--- config.mk ---
export PLATFORM = sky130hd
export DESIGN_NAME = pic_ctrl
export DESIGN_NICKNAME = d
export VERILOG_FILES = /design/src/verilog/pic_pkg.sv /design/src/verilog/pic_ctrl.sv
export SDC_FILE = /design/constraint.sdc
export NUM_CORES = 1
export LEC_CHECK = 0
export BUFFER_PORTS_ARGS = -buffer_cell sky130_fd_sc_hd__buf_2
export CORE_MARGIN = 4
export CORE_UTILIZATION = 62
export CTS_BUF_LIST = sky130_fd_sc_hd__clkbuf_8 sky130_fd_sc_hd__clkbuf_16
export DETAILED_ROUTE_END_ITERATION = 8
export PLACE_DENSITY = 0.81
export SLEW_MARGIN = 25
export SYNTH_ARGS = -nofsm -noshare
export SYNTH_HDL_FRONTEND = slang
export SYNTH_SLANG_ARGS = --single-unit
--- constraint.sdc ---
create_clock -name mclk_in -period 66.9 [get_ports mclk_in]
set_input_delay 13.38 -clock mclk_in [delete_from_list [all_inputs] [get_ports mclk_in]]
set_output_delay 13.38 -clock mclk_in [all_outputs]
set_load 0.02 [all_outputs]
--- src/verilog/pic_pkg.sv ---
// constants and state type for the prioritizing interrupt controller
package pic_pkg;

    // register index on the plain register port
    localparam int          PIC_ADDR_W        = 3;
    localparam logic [2:0]  PIC_IDX_PRIO_A    = 3'h0;
    localparam logic [2:0]  PIC_IDX_PRIO_B    = 3'h1;
    localparam logic [2:0]  PIC_IDX_PRIO_C    = 3'h2;
    localparam logic [2:0]  PIC_IDX_PRIO_D    = 3'h3;
    localparam logic [2:0]  PIC_IDX_PRIO_E    = 3'h4;
    localparam logic [2:0]  PIC_IDX_CTRL      = 3'h5;

    // reset values
    localparam logic [15:0] PIC_PRIO_RST      = 16'h0000;
    localparam logic [8:0]  PIC_CTRL_RST      = 9'h000;

    // field positions
    localparam int          PIC_FLD_W         = 4;
    localparam int          PIC_NUM_PRIO      = 5;
    localparam int          PIC_NUM_FLD       = 20;
    localparam logic [15:0] PIC_PRIO_E_WMASK  = 16'hFFF0;
    localparam int          PIC_NMI_LVL_BIT   = 15;
    localparam int          PIC_NMI_EDGE_BIT  = 8;
    localparam int          PIC_CTRL_W        = 9;

    // source counts in fixed ranking order
    localparam int          PIC_NUM_EXT       = 8;
    localparam int          PIC_NUM_PERIPH    = 30;
    localparam int          PIC_NUM_SRC       = 38;
    localparam int          PIC_SRC_W         = 6;
    localparam logic [5:0]  PIC_SRC_NMI       = 6'h00;
    localparam logic [3:0]  PIC_NMI_LEVEL     = 4'hF;

    // synchroniser width for pin inputs: eight pins plus nmi
    localparam int          PIC_SYNC_W        = 9;

    // all state of the controller
    typedef struct packed {
        logic [PIC_NUM_PRIO-1:0][15:0] prio;
        logic [8:0]                    ctrl;
        logic [8:0]                    s1;
        logic [8:0]                    s2;
        logic [8:0]                    s3;
        logic [8:0]                    filt;
        logic [7:0]                    ext_lat;
        logic                          nmi_lat;
        logic                          req;
        logic [3:0]                    lvl;
        logic [5:0]                    src;
        logic                          ack_n;
        logic [15:0]                   rdata;
    } pic_state_s;

endpackage

--- src/verilog/pic_ctrl.sv ---
// prioritizing interrupt controller core with register port
//
// Overview of operation
// - five 16-bit read/write level registers, four 4-bit level fields each.
// - fields map pins 0-7, dma pairs, timers, serial, parity, watchdog.
// - field value 0 is lowest level, 15 is highest.
// - two sources sharing one field always use the same level.
// - reset clears level registers; standby leaves them unchanged.
// - lowest field of fifth level register reads zero; software writes zero.
// - 16-bit control register reset-initialised, kept through standby.
// - control bit 15 is read-only non-maskable pin level.
// - control bits 14-9 read zero; software writes zero.
// - control bit 8 picks non-maskable edge: 0 falling, 1 rising.
// - control bits 7-0 pick pins 0-7 sensing: 0 low level, 1 falling edge.
// - highest programmed level among pending requests wins.
// - equal levels resolved by fixed ranking order.
// - forward only when level strictly exceeds CPU mask level; nmi is always forwarded.
// - accepting a request drives the acknowledge pin low.
// - acknowledge pin returns high on take-over or mask update.
// - edge-detected request latched once until accepted.
// - level and peripheral requests pending only while asserted.
`timescale 1ns/1ps
`default_nettype none
module pic_ctrl
    import pic_pkg::*;
(
    input  wire logic                         mclk_in,        // 25 MHz clock
    input  wire logic                         sys_rst_in,     // async reset
    input  wire logic                         ce_in,          // clock enable
    input  wire logic [pic_pkg::PIC_ADDR_W-1:0] addr_in,      // reg index
    input  wire logic [15:0]                  wr_data_in,     // write data
    input  wire logic                         wr_en_in,       // write strobe
    input  wire logic                         rd_en_in,       // read strobe
    output logic      [15:0]                  rd_data_out,    // read data
    input  wire logic [7:0]                   ext_req_n_in,   // pins 0-7
    input  wire logic                         nmi_in,         // nmi pin
    input  wire logic [pic_pkg::PIC_NUM_PERIPH-1:0] periph_req_in, // units
    input  wire logic [3:0]                   cpu_mask_level_in, // cpu mask
    input  wire logic                         cpu_take_in,    // exc. start
    output logic                              int_req_out,    // to cpu
    output logic      [3:0]                   int_level_out,  // winner level
    output logic      [pic_pkg::PIC_SRC_W-1:0] int_src_out,   // winner id
    output logic                              irq_ack_out_n   // ack pin
);
    import pic_pkg::*;

    pic_state_s st_r;
    pic_state_s st_nxt;

    // field index serving each source in ranking order
    function automatic logic [4:0] src_field(input int idx);
        logic [4:0] f;
        f = 5'h00;
        if (idx < 8)
            f = 5'(idx);                    // pins 0-7
        else if (idx < 12)
            f = 5'(8 + (idx - 8) / 2);      // dma pairs
        else if (idx < 27)
            f = 5'(10 + (idx - 12) / 3);    // timer channels
        else if (idx < 35)
            f = 5'(15 + (idx - 27) / 4);    // serial ports
        else if (idx == 35)
            f = 5'h11;                      // parity unit
        else
            f = 5'h12;                      // watchdog and refresh
        return f;
    endfunction

    // level of one field, top field of register first
    function automatic logic [3:0] fld_level(
        input logic [PIC_NUM_PRIO-1:0][15:0] pr,
        input logic [4:0]                    f);
        logic [15:0] w;
        logic [1:0]  pos;
        w   = pr[f[4:2]];
        pos = 2'd3 - f[1:0];
        return w[pos*PIC_FLD_W +: PIC_FLD_W];
    endfunction

    // next-state logic, frozen while the clock enable is low
    always_comb begin
        logic [PIC_NUM_SRC-1:0] pend;
        logic [3:0]             best_lvl;
        logic [5:0]             best_src;
        logic                   found;
        logic [7:0]             fall;
        logic [7:0]             sense;
        logic                   nmi_edge;
        pend     = '0;
        best_lvl = 4'h0;
        best_src = 6'h00;
        found    = 1'b0;
        fall     = 8'h00;
        sense    = 8'h00;
        nmi_edge = 1'b0;
        st_nxt   = st_r;
        if (ce_in) begin
            // three-stage sync, change taken when stages 2 and 3 agree
            st_nxt.s1 = {nmi_in, ext_req_n_in};
            st_nxt.s2 = st_r.s1;
            st_nxt.s3 = st_r.s2;
            for (int i = 0; i < PIC_SYNC_W; i++) begin
                if (st_r.s2[i] == st_r.s3[i])
                    st_nxt.filt[i] = st_r.s3[i];
            end
            // edge detection on filtered levels
            fall = st_r.filt[7:0] & ~st_nxt.filt[7:0];
            for (int i = 0; i < PIC_NUM_EXT; i++)
                sense[i] = st_r.ctrl[7-i];
            if (st_r.ctrl[PIC_NMI_EDGE_BIT])
                nmi_edge = ~st_r.filt[8] & st_nxt.filt[8];
            else
                nmi_edge = st_r.filt[8] & ~st_nxt.filt[8];
            // single pending latch per edge source, set beats clear
            for (int i = 0; i < PIC_NUM_EXT; i++) begin
                if (cpu_take_in && st_r.src == 6'(i + 1))
                    st_nxt.ext_lat[i] = 1'b0;
                if (fall[i] && sense[i])
                    st_nxt.ext_lat[i] = 1'b1;
            end
            if (cpu_take_in && st_r.src == PIC_SRC_NMI && st_r.req)
                st_nxt.nmi_lat = 1'b0;
            if (nmi_edge)
                st_nxt.nmi_lat = 1'b1;
            // register writes
            if (wr_en_in) begin
                unique case (addr_in)
                    PIC_IDX_PRIO_A, PIC_IDX_PRIO_B,
                    PIC_IDX_PRIO_C, PIC_IDX_PRIO_D:
                        st_nxt.prio[addr_in] = wr_data_in;
                    PIC_IDX_PRIO_E:
                        st_nxt.prio[PIC_IDX_PRIO_E] =
                            wr_data_in & PIC_PRIO_E_WMASK;
                    PIC_IDX_CTRL:
                        st_nxt.ctrl = wr_data_in[PIC_CTRL_W-1:0];
                    default: ;
                endcase
            end
            // read data stands one cycle after the strobe
            st_nxt.rdata = 16'h0000;
            if (rd_en_in) begin
                unique case (addr_in)
                    PIC_IDX_PRIO_A, PIC_IDX_PRIO_B, PIC_IDX_PRIO_C,
                    PIC_IDX_PRIO_D, PIC_IDX_PRIO_E:
                        st_nxt.rdata = st_r.prio[addr_in];
                    PIC_IDX_CTRL:
                        st_nxt.rdata = {st_r.filt[8], 6'h00,
                                        st_r.ctrl};
                    default: st_nxt.rdata = 16'h0000;
                endcase
            end
            // pending vector from updated latches and live levels
            for (int i = 0; i < PIC_NUM_EXT; i++)
                pend[i] = sense[i] ? st_nxt.ext_lat[i]
                                   : ~st_r.filt[i];
            pend[PIC_NUM_SRC-1:PIC_NUM_EXT] = periph_req_in;
            // highest level wins, earliest rank on a tie
            for (int i = 0; i < PIC_NUM_SRC; i++) begin
                if (pend[i] && (!found ||
                    fld_level(st_r.prio, src_field(i)) > best_lvl))
                begin
                    found    = 1'b1;
                    best_lvl = fld_level(st_r.prio, src_field(i));
                    best_src = 6'(i + 1);
                end
            end
            if (st_nxt.nmi_lat) begin
                found    = 1'b1;
                best_lvl = PIC_NMI_LEVEL;
                best_src = PIC_SRC_NMI;
            end
            // mask compare; nmi is never masked
            st_nxt.req   = found && (best_src == PIC_SRC_NMI ||
                                     best_lvl > cpu_mask_level_in);
            st_nxt.lvl   = best_lvl;
            st_nxt.src   = best_src;
            st_nxt.ack_n = ~st_nxt.req;
        end
    end

    // state register, reset to constants only
    always_ff @(posedge mclk_in or posedge sys_rst_in) begin
        if (sys_rst_in) begin
            st_r         <= '0;
            st_r.prio    <= {PIC_NUM_PRIO{PIC_PRIO_RST}};
            st_r.ctrl    <= PIC_CTRL_RST;
            st_r.s1      <= '1;
            st_r.s2      <= '1;
            st_r.s3      <= '1;
            st_r.filt    <= '1;
            st_r.ack_n   <= 1'b1;
        end else begin
            st_r <= st_nxt;
        end
    end

    // outputs straight from flip-flops
    assign rd_data_out   = st_r.rdata;
    assign int_req_out   = st_r.req;
    assign int_level_out = st_r.lvl;
    assign int_src_out   = st_r.src;
    assign irq_ack_out_n = st_r.ack_n;
endmodule
`default_nettype wire

==> flow_summary_export.csv, run 1 <==
group,metric,value,unit
synth,yosysWarnings,0,
clocking,clock_tree.buffer_depth,2,
run_status,status,"did not finish",
place,port_buffers,95,
clocking,cts.sinks,162,
synth,synth.avg_cell_area,8.69,um^2
synth,synth_cells,1782,
clocking,cts-hold-fix-buffers,0,
run_status,error,"[ERROR GRT-0232] Routing congestion too high. Check the congestion heatmap in the GUI.",
synth,yosys.area.top_type,"dfrtp_1",
synth,synthTopCellsByArea,"dfrtp_1, ha_1, mux2_2, dfstp_2, o21ai_0",
place,dp_cells,2466,
die,initial_core_util,0.633,
grt,overflow,2427,
die,io_pins,96,
synth,syn-num-nets,1973,
synth,synth-seq-cells,162,
grt,grt_max_degree,95,
run_status,lastStage,"5_1_grt",
place,dp_hpwl,39.6,mm
die,chipWidth,166,um
die,std_cell_rows,57,
synth,yosysTopAreaCellShare,0.202,
synth,synthesis.area,15500,um^2
die,die_y,166,um
synth,synth_cell_types,121,
clocking,cts_max_level,4,
grt,gr-usage-all-layers,1.00,
synth,async_reset_ff_frac,1.00,
clocking,cts_buffers,17,
place,gp_congestion,0.967,
synth,synth_edf_count,0,
timing,crit_endpoint,"int_req_out$_DFFE_PP0P_/D",
timing,endpoint_type,"register input",
synth,seq_area_frac_synth,0.265,
clocking,root_buffer,"clkbuf_16",
synth,synth_ff_type,"dfrtp_1",
timing repair:
item / CTS
setup endpoints to repair: 12
gates cloned: 1
pin swaps: 175
resized for setup: 205
setup buffers: 197
synth_stat cells, types with 6 or more instances:
cell type / instances
nand2_1: 179
o21ai_0: 154
inv_1: 150
dfrtp_1: 125
ha_1: 123
mux2_2: 121
a21oi_1: 107
nor2_1: 91
mux2i_1: 43
dfstp_2: 37
nand3_1: 36
nor2b_1: 34
buf_4: 32
clkbuf_1: 30
and3_1: 28
o21a_1: 21
o211ai_1: 20
nand2b_1: 19
nor3_1: 19
and2_1: 18
o21ai_1: 18
o2bb2ai_1: 17
a21o_1: 16
mux4_2: 16
a31oi_1: 15
o31ai_1: 14
or3_1: 13
a211oi_1: 12
a22oi_1: 12
nand4_1: 12
a21boi_0: 11
nor4_1: 10
a311oi_1: 8
a311o_1: 7
buf_1: 7
buf_2: 7
a22o_1: 6
a32oi_1: 6
a41oi_1: 6
nor3b_1: 6
or2_2: 6
per-stage QoR:
step / setup TNS (ns) / setup WS (ns) / util / area (um^2)
floorplan: -4.11 / -1.28 / - / 16500
global placement: -27.15 / -3.25 / 0.794 / 19400
detailed placement: -49.30 / -5.05 / 0.794 / 19400
CTS: -19.18 / -2.44 / 0.916 / 22400
cells by family after synthesis:
family / synth area share
DFF: 0.265
buffers and inverters: 0.0660
adders and majority gates: 0.102
and+or+nand+nor: 0.171
muxes: 0.144
AOI/OAI and AO/OA: 0.249
xor gates and xnor gates: 0.00283
routing by layer:
metal / GRT overflow / global-route usage
met1: 9 / 0.889
met2: 1767 / 1.28
met3: 25 / 0.806
met4: 617 / 1.15
met5: 9 / 0.395
==> inputs of run 2 (changes only) <==
- CORE_UTILIZATION: 62 -> 40
- CTS_BUF_LIST: sky130_fd_sc_hd__clkbuf_8 sky130_fd_sc_hd__clkbuf_16 -> unset
- PLACE_DENSITY: 0.81 -> unset
- PLACE_DENSITY_LB_ADDON: unset -> 0.15
==> flow_summary_export.csv, run 2 <==
group,metric,value,unit
worst_setup_path,cp.arrival,70.52,ns
timing,relSlewSlack,0.338,
route,drc,0,
worst_setup_path,end_kind,"flop",
timing,setup-violations-final,12,
die,chipWidth,205,um
timing,hold_viol_final,0,
clocking,cts_tree,"built",
place,port_buffers,95,
synth,synth.avg_cell_area,8.69,um^2
hold_path,hold_path_class,"flop to flop",
worst_setup_path,startpoint_type,"input pin",
route,postRouteWirelength,57.1,mm
place,gp_congestion,0.877,
synth,yosysWarnings,0,
timing,max_freq,0.0142,GHz
cells_and_area,final_common_cell,"buf_4",
clocking,cts.sinks,162,
clocking,cts_buffers,17,
route,ant_nets,0,
route,first_pass_iters,5,
cells_and_area,syn_to_final_growth,53.2,%
grt,grt_pass1_wl,87.5,mm
clocking,cts.clk_slew.worst_paths,0.07,ns
timing,finalCriticalPeriod,70.20,ns
timing,rsz0062_at_grt,"yes",
die,dieArea,41900,um^2
synth,synth_cells,1782,
place,dp_hpwl,40.9,mm
run,maxCapViolations,0,
grt,gr-usage-all-layers,0.257,
run_status,status,"complete, but fails checks",
synth,synth_edf_count,0,
synth,syn-num-nets,1973,
route,wl_per_cell,19.5,um
grt,overflow,0,
route,drt-vias-per-instance,5.66,
timing,clock_skew,0.0129,ns
synth,synth_ff_type,"dfrtp_1",
worst_setup_path,critPathMostFrequentCell,"ha_4",
clocking,root_buffer,"clkbuf_16",
cells_and_area,regArea,4100,um^2
run_status,violations,"negative setup slack",
clocking,clock_tree.buffer_depth,2,
cells_and_area,largest_reg_flops,134,
die,initial_core_util,0.408,
route,drt_iter0_drc,1068,
die,io_pins,96,
cells_and_area,stdcell_area,23700,um^2
synth,synthTopCellsByArea,"dfrtp_1, ha_1, mux2_2, dfstp_2, o21ai_0",
cells_and_area,regMostFlops,"st_r",
clocking,clkLatencyLatePin,0.44,ns
worst_setup_path,worstPathMaxFanout,7,
timing,fin_ws,-3.30,ns
synth,synth.most_common_cell,"nand2_1",
die,die_y,205,um
grt,grt_pass1_vias,16600,
synth,synth_cell_types,121,
die,coreArea,37900,um^2
grt,antenna_found_initial,5,
cells_and_area,fin_nets,2596,
synth,yosys.area.top_type,"dfrtp_1",
timing,slew_viol_final,0,
cells_and_area,final_cell_mix,"buf_4, nand2_1, dfrtp_1",
worst_setup_path,cpPeakStageDelay,0.55,ns
clocking,cts_max_level,4,
worst_setup_path,worstSetupPathType,"input pin to flop",
cells_and_area,n_fill_cell,3164,
die,std_cell_rows,71,
route,vias,16600,
cells_and_area,final_layout_size_suffix_gt1_frac,0.533,
synth,async_reset_ff_frac,1.00,
timing,worst_pin_slew,0.990,ns
timing,fin_crit_sh,1.05,
place,placed_area,19800,um^2
synth,synthesis.area,15500,um^2
synth,yosys-top-cells-count,"nand2_1, o21ai_0, inv_1, dfrtp_1, ha_1",
worst_setup_path,required,67.23,ns
cells_and_area,multi_input_area,12800,um^2
worst_setup_path,crit_slowest_cell,"or4_4",
synth,yosysTopAreaCellShare,0.202,
clocking,cts-hold-fix-buffers,0,
grt,grt_max_degree,99,
synth,synth-seq-cells,162,
synth,seq_area_frac_synth,0.265,
run 2: cell counts after synthesis:
Identical to the previous run, type by type.
run 2: area by class of cell:
class                   count  share of cell area
multi-input cells        1389               0.540
flip-flops and latches    162               0.173
inverters                 152              0.0250
clock buffers              17              0.0179
well taps                 511              0.0269
repair buffers            683               0.210
clock inverters            15             0.00765
diodes                      2            0.000211
run 2: worst max-delay path: cells and delay by family:
kind            cells  cell delay, ns
mux                31            9.00
compound gates    148           23.74
buf+inv            36            3.25
simple gates       85           11.09
fa+ha+maj          40            9.85
run 2: metrics by stage:
stage                     hold slack (ns)  setup WS [ns]   util  TNS [ns]  instances
after floorplan                     0.449          -1.28      -     -4.11       1782
after global placement              0.459          -3.35  0.523    -29.02       2677
after detailed placement            0.471          -4.55  0.523    -43.50       2677
after CTS                           0.491          -2.13  0.595    -15.27       2890
after global routing                0.503          -6.17  0.625    -62.71       2930
final                               0.490          -3.30  0.626    -28.68       2931
run 2: kinds of logic (layout without fill, tap and decap cells):
| logic type | Yosys count | in the layout | share of synthesized area |
|---|---|---|---|
| fa+ha+maj | 127 | 127 | 0.102 |
| flops | 162 | 162 | 0.265 |
| buf+inv | 231 | 867 | 0.0660 |
| compound gates | 556 | 556 | 0.249 |
| other cells | 0 | 2 | 0 |
| xor+xnor | 5 | 5 | 0.00283 |
| mux | 185 | 185 | 0.144 |
| simple gates | 516 | 516 | 0.171 |
run 2: routing by layer:
metal | track usage | routed length [um]
met5 | 0 | 21
met4 | 0.0708 | 1620
met1 | 0.342 | 24600
met3 | 0.0326 | 2970
met2 | 0.441 | 27800
run 2: path summary, 6_finish.rpt:
| kind | startpoint | endpoint | slack (ns) | cells after the start |
|---|---|---|---|---|
| worst max-delay path | cpu_take_in | int_req_out | -3.30 | 340 |
| worst min-delay path | rd_data_out[15] | rd_data_out[15] | 0.49 | 1 |
| worst max register to register | int_src_out[1] | int_req_out | 8.93 | 339 |
| worst min register to register | rd_data_out[15] | rd_data_out[15] | 0.49 | 1 |
| max in group asynchronous | sys_rst_in | st_r[33] | 52.37 | 3 |
| min in group asynchronous | sys_rst_in | st_r[36] | 13.16 | 2 |
run 2: what timing repair did:
action                     4_1_cts  5_1_grt
setup endpoints to repair       12       12
pin swaps                      156      180
setup buffers                  183       43
cloned                           0        0
resized for setup              174      172
Power of run 2 is not shown: default switching activity piles up to over one toggle a cycle in this logic, so the estimate is an artifact.
